`config.mk`:
```
export PLATFORM = sky130hd
export DESIGN_NAME = reset_cause_and_init_state
export DESIGN_NICKNAME = d
export VERILOG_FILES = /design/src/logic/reset_cause_pkg.sv /design/src/logic/reset_cause_and_init_state.sv
export VERILOG_INCLUDE_DIRS = /design/src /design/src/logic
export SDC_FILE = /design/constraint.sdc
export NUM_CORES = 1
export LEC_CHECK = 0
export BUFFER_PORTS_ARGS = -buffer_cell sky130_fd_sc_hd__buf_2
export CAP_MARGIN = 0
export CORE_MARGIN = 4
export CORE_UTILIZATION = 54
export CTS_CLUSTER_DIAMETER = 30
export CTS_CLUSTER_SIZE = 30
export DETAILED_ROUTE_END_ITERATION = 16
export PLACE_DENSITY = 0.93
export SLEW_MARGIN = 20
export SYNTH_ARGS = -nofsm -noshare
export SYNTH_HDL_FRONTEND = slang
export SYNTH_SLANG_ARGS = --single-unit
```
`constraint.sdc`:
```
create_clock -name clock_i -period 4.75 [get_ports clock_i]
set_input_delay 0.2375 -clock clock_i [delete_from_list [all_inputs] [get_ports clock_i]]
set_output_delay 0.2375 -clock clock_i [all_outputs]
set_load 0.02 [all_outputs]
```
`src/logic/reset_cause_consts.svh`:
```
// named offsets, field positions, reset values and codes for the reset cause block
`ifndef RESET_CAUSE_CONSTS_SVH
`define RESET_CAUSE_CONSTS_SVH

// register indices; the byte address on the bus is four times the index
`define IDX_CORE_STATUS 10'h003
`define IDX_IRQ_CONTROL 10'h00B
`define IDX_PERIPH_FLAGS 10'h00C
`define IDX_COMPARATOR 10'h01F
`define IDX_OPTION 10'h081
`define IDX_PORTB_DIR 10'h086
`define IDX_POWER_CAUSE 10'h08E
`define IDX_EVT_STATUS 10'h0A0
`define IDX_EVT_CLEAR 10'h0A1
`define IDX_EVT_ENABLE 10'h0A2

// core status fields
`define ST_TIMEOUT 4
`define ST_POWERDOWN 3
`define ST_TOP_MASK 8'hE0
`define ST_WRITE_MASK 8'hE7
`define ST_LOW_MASK 8'h07

// power cause fields
`define PCAUSE_POR 1
`define PCAUSE_BOR 0

// interrupt control and peripheral flag fields
`define IRQ_GIE 7
`define IRQ_EXT_FLAG 1
`define IRQ_RB_FLAG 0
`define IRQ_RESET_MASK 8'h01
`define PIR_CMP_FLAG 6

// values loaded by resets and wake-ups
`define PC_RESET 13'h0000
`define PC_VECTOR 13'h0004
`define PC_STEP 13'h0001
`define OPTION_RST 8'hFF
`define PORTB_DIR_RST 8'hFF
`define CMP_RST 6'h00

// event bits of the interrupt status register
`define EV_POR 0
`define EV_BOR 1
`define EV_MASTER_CLEAR_PIN_RUN 2
`define EV_MASTER_CLEAR_PIN_SLEEP 3
`define EV_WDT_RESET 4
`define EV_WDT_WAKE 5
`define EV_IRQ_WAKE 6

`endif

```
`src/logic/reset_cause_pkg.sv`:
```
// types shared by the reset cause block
package reset_cause_pkg;

	// reset requests from the supervisory circuits
	typedef struct packed {
		logic por;
		logic bor;
		logic master_clear_pin;
		logic wdt;
	} reset_req_t;

	// wake requests, valid only while the core sleeps
	typedef struct packed {
		logic wdt;
		logic ext_int;
		logic rb_change;
		logic cmp;
	} wake_req_t;

	// program counter sequencer
	typedef enum logic [1:0] {
		SEQ_IDLE = 2'b00,
		SEQ_WAIT = 2'b01
	} seq_state_t;

	// the whole state of the block
	typedef struct packed {
		logic [7:0] core_status;
		logic [1:0] power_cause;
		logic [7:0] irq_control;
		logic periph_cmp;
		logic [5:0] comparator;
		logic [7:0] option;
		logic [7:0] portb_direction;
		logic [6:0] evt_status;
		logic [6:0] evt_enable;
		seq_state_t seq;
		logic pc_load;
		logic [12:0] pc_value;
		logic ahb_wr;
		logic [9:0] ahb_idx;
		logic [31:0] hrdata;
	} state_t;

endpackage

```
`src/logic/reset_cause_and_init_state.sv`:
```
// reset cause recording, initial values and program counter load for the core
`timescale 1ns/1ps
`include "reset_cause_consts.svh"

// Behaviour
// - power-on reset sets the time-out flag to one
// - power-on reset sets the power-down flag to one
// - interrupt wake with global enable: run PC+1, then load vector 0004h
// - interrupt or watchdog wake-up resumes at PC+1, not the reset address
// - brown-out reset clears brown-out cause bit; other resets keep it
// - comparator wake-up sets peripheral flag bit 6; other wakes leave it
// - interrupt wake-up sets the flag bits of the waking source
// - power-on during another reset applies the power-on values
// - unimplemented bits of the initialised registers read as zero
// - master clear while running: PC 000h, top status bits cleared, rest kept
// - master clear asleep: PC 000h, time-out 1, power-down 0, top bits cleared
// - watchdog reset clears top bits and both flags; brown-out clears top bits
// - watchdog wake clears both flags; interrupt wake sets time-out, clears power-down
// - every reset sets option and port B direction to ones, clears comparator
// - power-on cause bit reads 0 after power-on, else kept; software sets it
module reset_cause_and_init_state
	import reset_cause_pkg::*;
(
	input wire logic clock_i,
	input wire logic rst_i,
	input wire reset_req_t reset_req_i,
	input wire wake_req_t wake_req_i,
	input wire logic sleeping_i,
	input wire logic [12:0] pc_i,
	input wire logic core_step_i,
	input wire logic hsel_i,
	input wire logic [31:0] haddr_i,
	input wire logic [1:0] htrans_i,
	input wire logic hwrite_i,
	input wire logic [2:0] hsize_i,
	input wire logic [31:0] hwdata_i,
	input wire logic hready_i,
	output logic [31:0] hrdata_o,
	output logic hreadyout_o,
	output logic hresp_o,
	output logic pc_load_o,
	output logic [12:0] pc_value_o,
	output logic [7:0] option_o,
	output logic [7:0] portb_direction_o,
	output logic [5:0] comparator_o,
	output logic irq_o
);

	state_t st;
	state_t next_st;

	logic any_reset;
	logic do_por;
	logic do_bor;
	logic do_master_clear_pin;
	logic do_wdt;
	logic wake_go;
	logic irq_wake;
	logic addr_take;
	logic [6:0] events;

	// true for every index the register file answers
	function automatic logic reg_hit(input logic [9:0] idx);
		unique case (idx)
			`IDX_CORE_STATUS, `IDX_IRQ_CONTROL, `IDX_PERIPH_FLAGS, `IDX_COMPARATOR,
			`IDX_OPTION, `IDX_PORTB_DIR, `IDX_POWER_CAUSE, `IDX_EVT_STATUS,
			`IDX_EVT_CLEAR, `IDX_EVT_ENABLE: reg_hit = 1'b1;
			default: reg_hit = 1'b0;
		endcase
	endfunction

	// read view of a register; narrow and unimplemented bits read as zero
	function automatic logic [31:0] read_reg(input logic [9:0] idx, input state_t s);
		logic [31:0] v;
		v = 32'h0000_0000;
		if (reg_hit(idx)) begin
			unique case (idx)
				`IDX_CORE_STATUS: v[7:0] = s.core_status;
				`IDX_IRQ_CONTROL: v[7:0] = s.irq_control;
				`IDX_PERIPH_FLAGS: v[`PIR_CMP_FLAG] = s.periph_cmp;
				`IDX_COMPARATOR: v[5:0] = s.comparator;
				`IDX_OPTION: v[7:0] = s.option;
				`IDX_PORTB_DIR: v[7:0] = s.portb_direction;
				`IDX_POWER_CAUSE: v[1:0] = s.power_cause;
				`IDX_EVT_STATUS: v[6:0] = s.evt_status;
				`IDX_EVT_ENABLE: v[6:0] = s.evt_enable;
				default: v = 32'h0000_0000; // clear register is write-only
			endcase
		end
		read_reg = v;
	endfunction

	// one winner among reset requests; power-on beats everything
	always_comb begin
		do_por = reset_req_i.por;
		do_bor = reset_req_i.bor && !reset_req_i.por;
		do_master_clear_pin = reset_req_i.master_clear_pin && !reset_req_i.por && !reset_req_i.bor;
		do_wdt = reset_req_i.wdt && !reset_req_i.por && !reset_req_i.bor
			&& !reset_req_i.master_clear_pin;
		any_reset = do_por || do_bor || do_master_clear_pin || do_wdt;
		// wakes only count while asleep and when no reset is pending
		wake_go = sleeping_i && !any_reset && (wake_req_i != 4'h0);
		irq_wake = wake_go && (wake_req_i.ext_int || wake_req_i.rb_change || wake_req_i.cmp);
		addr_take = hsel_i && htrans_i[1] && hready_i;
	end

	// events for the interrupt status register
	always_comb begin
		events = 7'h00;
		events[`EV_POR] = do_por;
		events[`EV_BOR] = do_bor;
		events[`EV_MASTER_CLEAR_PIN_RUN] = do_master_clear_pin && !sleeping_i;
		events[`EV_MASTER_CLEAR_PIN_SLEEP] = do_master_clear_pin && sleeping_i;
		events[`EV_WDT_RESET] = do_wdt;
		events[`EV_WDT_WAKE] = wake_go && wake_req_i.wdt;
		events[`EV_IRQ_WAKE] = irq_wake;
	end

	// next state: bus writes first, then hardware causes override them
	always_comb begin
		next_st = st;
		next_st.pc_load = 1'b0;
		next_st.ahb_wr = 1'b0;

		// data phase of a write; only whole words are issued by the master
		if (st.ahb_wr) begin
			unique case (st.ahb_idx)
				`IDX_CORE_STATUS: next_st.core_status = (st.core_status & ~`ST_WRITE_MASK)
					| (hwdata_i[7:0] & `ST_WRITE_MASK);
				`IDX_IRQ_CONTROL: next_st.irq_control = hwdata_i[7:0];
				`IDX_PERIPH_FLAGS: next_st.periph_cmp = hwdata_i[`PIR_CMP_FLAG];
				`IDX_COMPARATOR: next_st.comparator = hwdata_i[5:0];
				`IDX_OPTION: next_st.option = hwdata_i[7:0];
				`IDX_PORTB_DIR: next_st.portb_direction = hwdata_i[7:0];
				`IDX_POWER_CAUSE: next_st.power_cause = hwdata_i[1:0];
				`IDX_EVT_CLEAR: next_st.evt_status = st.evt_status & ~hwdata_i[6:0];
				`IDX_EVT_ENABLE: next_st.evt_enable = hwdata_i[6:0];
				default: next_st.evt_enable = st.evt_enable; // event status is read-only: ignored
			endcase
		end

		// sticky events; a set in the clearing cycle wins
		next_st.evt_status = next_st.evt_status | events;

		// address phase capture; read data registered for the data phase
		if (addr_take) begin
			next_st.ahb_wr = hwrite_i && reg_hit(haddr_i[11:2]);
			next_st.ahb_idx = haddr_i[11:2];
			next_st.hrdata = read_reg(haddr_i[11:2], st);
		end

		// the program counter sequencer finishes a pending vector branch
		if (st.seq == SEQ_WAIT && core_step_i && !any_reset) begin
			next_st.pc_load = 1'b1;
			next_st.pc_value = `PC_VECTOR;
			next_st.seq = SEQ_IDLE;
		end

		// every reset: common register defaults and PC at the reset address
		if (any_reset) begin
			next_st.pc_load = 1'b1;
			next_st.pc_value = `PC_RESET;
			next_st.seq = SEQ_IDLE;
			next_st.option = `OPTION_RST;
			next_st.portb_direction = `PORTB_DIR_RST;
			next_st.comparator = `CMP_RST;
			next_st.periph_cmp = 1'b0;
			next_st.core_status = st.core_status & ~`ST_TOP_MASK;
			next_st.irq_control = st.irq_control & `IRQ_RESET_MASK;
		end

		// per cause status and power cause values
		if (do_por) begin
			// power-on wins over any other pending cause
			next_st.core_status[`ST_TIMEOUT] = 1'b1;
			next_st.core_status[`ST_POWERDOWN] = 1'b1;
			next_st.power_cause[`PCAUSE_POR] = 1'b0;
			// global enable is undefined at power-up, so it is kept; the rest clears
			next_st.irq_control[`IRQ_GIE] = st.irq_control[`IRQ_GIE];
			next_st.irq_control[`IRQ_RB_FLAG] = 1'b0;
		end else if (do_bor) begin
			// both flags are undefined here; they keep their old values
			next_st.power_cause[`PCAUSE_BOR] = 1'b0;
		end else if (do_master_clear_pin && sleeping_i) begin
			next_st.core_status[`ST_TIMEOUT] = 1'b1;
			next_st.core_status[`ST_POWERDOWN] = 1'b0;
		end else if (do_wdt) begin
			next_st.core_status[`ST_TIMEOUT] = 1'b0;
			next_st.core_status[`ST_POWERDOWN] = 1'b0;
		end

		// wake-ups continue in line instead of restarting
		if (wake_go) begin
			next_st.pc_load = 1'b1;
			next_st.pc_value = 13'(pc_i + `PC_STEP);
			next_st.core_status[`ST_POWERDOWN] = 1'b0;
			// a watchdog wake decides the time-out flag when both arrive together
			next_st.core_status[`ST_TIMEOUT] = !wake_req_i.wdt;
			if (wake_req_i.ext_int) begin
				next_st.irq_control[`IRQ_EXT_FLAG] = 1'b1;
			end
			if (wake_req_i.rb_change) begin
				next_st.irq_control[`IRQ_RB_FLAG] = 1'b1;
			end
			if (wake_req_i.cmp) begin
				next_st.periph_cmp = 1'b1;
			end
			// with global enable the vector follows the next instruction
			if (irq_wake && st.irq_control[`IRQ_GIE]) begin
				next_st.seq = SEQ_WAIT;
			end
		end
	end

	// state register; the block reset gives power-on style contents
	always_ff @(posedge clock_i) begin
		if (rst_i) begin
			st <= '0;
			st.core_status <= 8'h18;
			st.option <= `OPTION_RST;
			st.portb_direction <= `PORTB_DIR_RST;
			st.seq <= SEQ_IDLE;
		end else begin
			st <= next_st;
		end
	end

	// outputs from the state register; bus ready and response are tied constants
	assign hrdata_o = st.hrdata;
	assign hreadyout_o = 1'b1; // every access completes with no wait state
	assign hresp_o = 1'b0;
	assign pc_load_o = st.pc_load;
	assign pc_value_o = st.pc_value;
	assign option_o = st.option;
	assign portb_direction_o = st.portb_direction;
	assign comparator_o = st.comparator;
	assign irq_o = |(st.evt_status & st.evt_enable);

	// checks on the recorded causes and loaded values
	por_timeout_a: assert property (@(posedge clock_i) disable iff (rst_i)
		reset_req_i.por |=> st.core_status[`ST_TIMEOUT] && pc_load_o && pc_value_o == `PC_RESET)
		else $error("time-out flag or reset pc wrong after power-on");

	por_powerdown_a: assert property (@(posedge clock_i) disable iff (rst_i)
		reset_req_i.por |=> st.core_status[`ST_POWERDOWN] && !st.power_cause[`PCAUSE_POR])
		else $error("power-down flag or cause bit wrong after power-on");

	irq_vector_a: assert property (@(posedge clock_i) disable iff (rst_i)
		(irq_wake && st.irq_control[`IRQ_GIE]) ##1 (core_step_i && !any_reset)
		|=> pc_load_o && pc_value_o == `PC_VECTOR)
		else $error("vector not loaded after the next instruction");

	wake_resume_a: assert property (@(posedge clock_i) disable iff (rst_i)
		wake_go |=> pc_load_o && pc_value_o == 13'($past(pc_i) + `PC_STEP))
		else $error("wake-up did not resume at the next address");

	bor_cause_a: assert property (@(posedge clock_i) disable iff (rst_i)
		(do_wdt || do_master_clear_pin) && !st.ahb_wr |=> $stable(st.power_cause[`PCAUSE_BOR]))
		else $error("brown-out cause bit changed by another reset");

	cmp_wake_a: assert property (@(posedge clock_i) disable iff (rst_i)
		wake_go && wake_req_i.cmp |=> st.periph_cmp)
		else $error("comparator wake did not set its flag");

	master_clear_pin_run_a: assert property (@(posedge clock_i) disable iff (rst_i)
		do_master_clear_pin && !sleeping_i && !st.ahb_wr
		|=> st.core_status == ($past(st.core_status) & ~`ST_TOP_MASK))
		else $error("master clear while running changed kept status bits");

	master_clear_pin_sleep_a: assert property (@(posedge clock_i) disable iff (rst_i)
		do_master_clear_pin && sleeping_i
		|=> st.core_status[7:3] == 5'h02 && pc_value_o == `PC_RESET)
		else $error("master clear in sleep gave wrong status");

	wdt_reset_a: assert property (@(posedge clock_i) disable iff (rst_i)
		do_wdt |=> st.core_status[7:3] == 5'h00 && pc_load_o && pc_value_o == `PC_RESET)
		else $error("watchdog reset left status bits set");

	wake_flags_a: assert property (@(posedge clock_i) disable iff (rst_i)
		wake_go |=> st.core_status[`ST_TIMEOUT] == !$past(wake_req_i.wdt)
			&& !st.core_status[`ST_POWERDOWN])
		else $error("wake-up flags wrong");

	reset_defaults_a: assert property (@(posedge clock_i) disable iff (rst_i)
		any_reset |=> option_o == `OPTION_RST && portb_direction_o == `PORTB_DIR_RST
			&& comparator_o == `CMP_RST)
		else $error("reset defaults not applied");

	cause_read_a: assert property (@(posedge clock_i) disable iff (rst_i)
		addr_take && !hwrite_i && haddr_i[11:2] == `IDX_POWER_CAUSE
		|=> hrdata_o[31:2] == 30'h0000_0000)
		else $error("unimplemented power cause bits read as one");

endmodule

```
Word-level counts from Yosys, hierarchy flattened
Cells that the tools add are included.
{"block": "totals", "register_bits": 114, "latchBits": 0, "ramBits": 0, "rom_bits": 0, "in_bits": 97, "wordCells": 131, "mem_count": 0}
{"block": "op_classes", "add_sub_neg": 1, "multipliers": 0, "div": 0, "magnitude_cmp": 0, "eq_ne": 20, "n_shift": 0, "n_mux": 35, "n_bitwise": 8, "n_reduce_logical": 47}
{"operator": "10-bit by 8-bit equality test with 1-bit output (second input constant)", "count": 11}
{"operator": "52-bit 2-to-1 mux", "count": 1}
{"operator": "16-bit 2-to-1 mux", "count": 3}
{"operator": "10-bit by 4-bit equality test with 1-bit output (second input constant)", "count": 4}
{"operator": "8-bit 2-to-1 mux", "count": 4}
{"operator": "31-bit 2-to-1 mux", "count": 1}
{"operator": "4-bit one-hot mux with 7 select lines", "count": 1}
{"operator": "10-bit by 2-bit equality test with 1-bit output (second input constant)", "count": 2}
{"operator": "10-bit by 5-bit equality test with 1-bit output (second input constant)", "count": 2}
{"operator": "1-bit logical AND", "count": 18}
{"operator": "2-bit one-hot mux with 8 select lines", "count": 1}
{"operator": "7-bit bitwise AND", "count": 2}
{"operator": "2-bit 2-to-1 mux", "count": 7}
{"operator": "7-bit 2-to-1 mux", "count": 2}
{"operator": "2-bit AND reduction", "count": 7}
{"operator": "13-bit by 1-bit adder with 13-bit output (second input constant)", "count": 1}
{"operator": "5-bit 2-to-1 mux", "count": 2}
{"operator": "10-bit OR reduction", "count": 1}
{"operator": "1-bit 2-to-1 mux", "count": 9}
{"operator": "5-bit by 8-bit bitwise OR with 8-bit output", "count": 1}
{"operator": "7-bit inverter", "count": 1}
{"operator": "7-bit bitwise OR", "count": 1}
{"operator": "1-bit one-hot mux with 7 select lines", "count": 1}
{"operator": "7-bit OR reduction", "count": 1}
{"operator": "other kinds (12)", "count": 27}

Logic depth before layout (Yosys ltp)
{"block": "depth", "depth_word": 12, "mapped_depth": 7}

Worst setup path before layout
Ideal clock, no wire load.
{"block": "synth_timing", "path_kind": "register to register", "startpoint": "reg st[36] (netlist name)", "endpoint": "reg st, in the netlist option_o[0]", "arrival_time_ns": 2.090, "setup_slack_ns": 2.526, "path_stages_with_launch": 8, "path_buffers": 2, "period_less_slack_ns": 2.224, "cell_sequence": "dfxtp_1 > or4_4 > buf_6 > or3b_4 > or3_1 > buf_6 > mux2i_1 > nand2_1"}
{"block": "synth_via", "elab_chain_len": 2}
{"item": "from (decl)", "line_no": "reset_cause_and_init_state.sv:49", "rtl": "state_t st;"}
{"item": "from (signal assigned)", "line_no": "reset_cause_and_init_state.sv:224", "rtl": "st <= next_st;"}
{"item": "10-bit by 8-bit equality test with 1-bit output", "line_no": "reset_cause_and_init_state.sv:127", "rtl": "unique case (st.ahb_idx)"}
{"item": "2-bit AND reduction (no source line)"}
No other way between the ends.
A chain may end at the register's enable or synchronous reset.

Worst setup path after layout
{"block": "layout_timing", "startpoint": "reg st[36] (netlist name)", "endpoint": "reg st, in the netlist portb_direction_o[1]"}
Same word-level chain as after synthesis.

==> flow_summary_export.csv <==
group,metric,value,unit
synthesis,synth_edf_count,0,
timing,fmax,392,MHz
timing,setup_viol,0,
timing,whs,0.111,ns
setup_path,critPathLaunchType,"flip-flop",
setup_path,worstPathCellList,"or4_4, or3b_4, nor4b_4, nor3_1, a21oi_1",
place,post_dp_cell_area,4840,um^2
die,rows,34,
timing,tightest_slew,1.10,ns
timing,slew-limit-headroom,0.264,
synthesis,synth_most_common_cell,"dfxtp_1",
setup_path,cp.arrival,2.84,ns
synthesis,ys_types,62,
power_and_ir_drop,total_power,1550,uW
layout,areaGrowthSynthToFinish,6.51,%
timing,setup_ws,2.20,ns
clocking,tritoncts,"yes",
clocking,postCtsSetupBuffers,0,
synthesis,synthTopCellsByCount,"dfxtp_1 (90), buf_4 (70), nand2_1 (60)",
die,fp.dieH,102,um
detailed_routing,ant_nets,0,
layout,antenna_cells,0,
clocking,clockRootBuffer,"clkbuf_8",
detailed_routing,first_pass_iters,5,
global_route,grt_max_degree,46,
detailed_routing,avgRoutedWirePerCell,17.7,um
die,dieArea,10400,um^2
layout,nets,690,
global_route,grt_pass1_vias,3934,
clocking,hold_buffers,0,
timing,layout_worst_path_cycle_share,0.537,
layout,fillers,749,
layout,multiInputGateArea,2440,um^2
timing,fin_setup_tns,0,ns
detailed_routing,vias,4239,
layout,ff_latch_area,1800,um^2
clocking,clock_path_buffers,2,
clocking,htreeDepth,3,
detailed_routing,totalWireLength,12.5,mm
place,pre_cts_slack,2.26,ns
die,initial_utilization,0.552,
outcome,outcome,"complete, no violations",
global_route,antenna_found_initial,0,
setup_path,cp-end-kind,"flip-flop",
power_and_ir_drop,vdd_drop_max,0.000163,V
die,coreArea,8680,um^2
synthesis,yosys_warnings,0,
place,gp_congestion,0.888,
place,io_buffers,91,
setup_path,max_stage_delay,0.76,ns
detailed_routing,drc,0,
global_route,grt.total_usage,0.240,
run,drv_cap,0,
synthesis,ys.flop_type,"dfxtp_1",
synthesis,synth_top_area_share,0.376,
die,die_x,102,um
clocking,clkTransAtPathRegs,0.09,ns
synthesis,synth-seq-cells,90,
timing,rsz0062_at_grt,"false",
synthesis,yosys.area.top_type,"dfxtp_1",
die,ioPinCount,168,
timing,slew_violations,0,
global_route,grt_pass1_wl,19.5,mm
setup_path,crit_fanout,16,
clocking,cts_made_buffers,9,
power_and_ir_drop,powerDensity,304,nW/um^2
synthesis,seq_area_frac_synth,0.376,
synthesis,synth_area_per_cell,8.54,um^2
layout,drive_gt1_frac,0.199,
synthesis,syn-instance-count,561,
setup_path,crit_slowest_cell,"nor4b_4",
min_path,min_path_type,"in -> reg",
clocking,cts_resized,0,
setup_path,critical_path_required,5.04,ns
timing,fin_skew,0.0128,ns
clocking,clock-sinks,90,
synthesis,async_reset_ff_frac,0,
timing,final-hold-violation-count,0,
global_route,overflow,0,
power_and_ir_drop,leakagePower,0.00196,uW
timing,period_minus_slack,2.55,ns
synthesis,syn_area,4790,um^2
detailed_routing,initialDrtViolationCount,378,
detailed_routing,vias_per_cell,6.01,
layout,design_area,5100,um^2
place,dp_hpwl,9.24,mm
clocking,clkLatencyLatePin,0.38,ns
setup_path,worstSetupPathType,"reg -> reg",
synthesis,synth.area.top_cells,"dfxtp_1 (38%), buf_4 (11%), mux2i_1 (7.9%)",
-- state kept, by name, summed over array words and instances, names as in the netlist --
register and flops:
st 46, comparator_o 6, pc_load_o 1, pc_value_o 13
option_o 8, hrdata_o 8, portb_direction_o 8
-- final timing paths --
path                                from              endpoint  slack [ns]  cells after the start
worst max-delay path              st[36]  portb_direction_o[1]        2.20                      5
worst min-delay path            hwrite_i                st[42]        0.11                      3
worst max register to register    st[36]  portb_direction_o[1]        2.20                      5
worst min register to register   st[107]               st[107]        0.46                      2
-- per-layer routing --
metal | GRT usage | up-vias | part of all wire | routed length [um]
met5 | 0 | - | 0 | 0
met4 | 0.0999 | 0 | 0.026 | 319
met3 | 0.0587 | 36 | 0.12 | 1490
met2 | 0.381 | 273 | 0.46 | 5780
met1 | 0.313 | 1974 | 0.39 | 4920
li1 | - | 1956 | - | -
-- power by group --
part	switching, uW	total (uW)	internal, uW
Clock	274	639	365
Combinational	96.3	139	43.0
Sequential	7.89	771	763
Total	378	1550	1170
-- logic make-up (layout without fill, tap and decap cells) --
logic type / Yosys count / after routing / synth area share
adder cells (fa/ha/maj): 1 / 1 / 0.00261
buffers and inverters: 101 / 113 / 0.139
AO/OA/AOI/OAI: 105 / 105 / 0.145
other: 2 / 26 / 0.00157
flip-flops: 90 / 90 / 0.376
XOR/XNOR: 11 / 11 / 0.0201
AND/OR/NAND/NOR: 213 / 213 / 0.236
multiplexers: 38 / 38 / 0.0794
-- stage by stage --
step	utilization	std cells
floorplan	-	585
global placement	0.557	689
detailed placement	0.558	689
CTS	0.586	705
global route	0.588	705
finish	0.588	705
-- placed cells by master, fill, tap and decap left out, drive strengths merged, types with 6 or more instances in the layout --
cell type   n
a22o        6
a22oi      18
clkbuf     12
nand3      13
conb       26
nor3       13
buf        92
and3       11
nor4        9
xnor2       8
nor2b       7
nand2      60
nor2       59
a21oi      38
o21ai      11
mux2i      38
dfxtp      90
-- critical path, delay by kind of cell (launching register included) --
kind | cells | cell delay, ns
compound gates | 1 | 0.19
flops | 1 | 0.34
simple gates | 4 | 1.94
-- area by class of cell --
type	instances	area share
timing repair buffer	92	0.0908
clock inverter	4	0.0194
clock buffer	12	0.0285
sequential	90	0.353
multi-input combinational	394	0.478
tap	108	0.0265
inverter	5	0.00368
No activity file was read; power rests on OpenSTA's default activity.
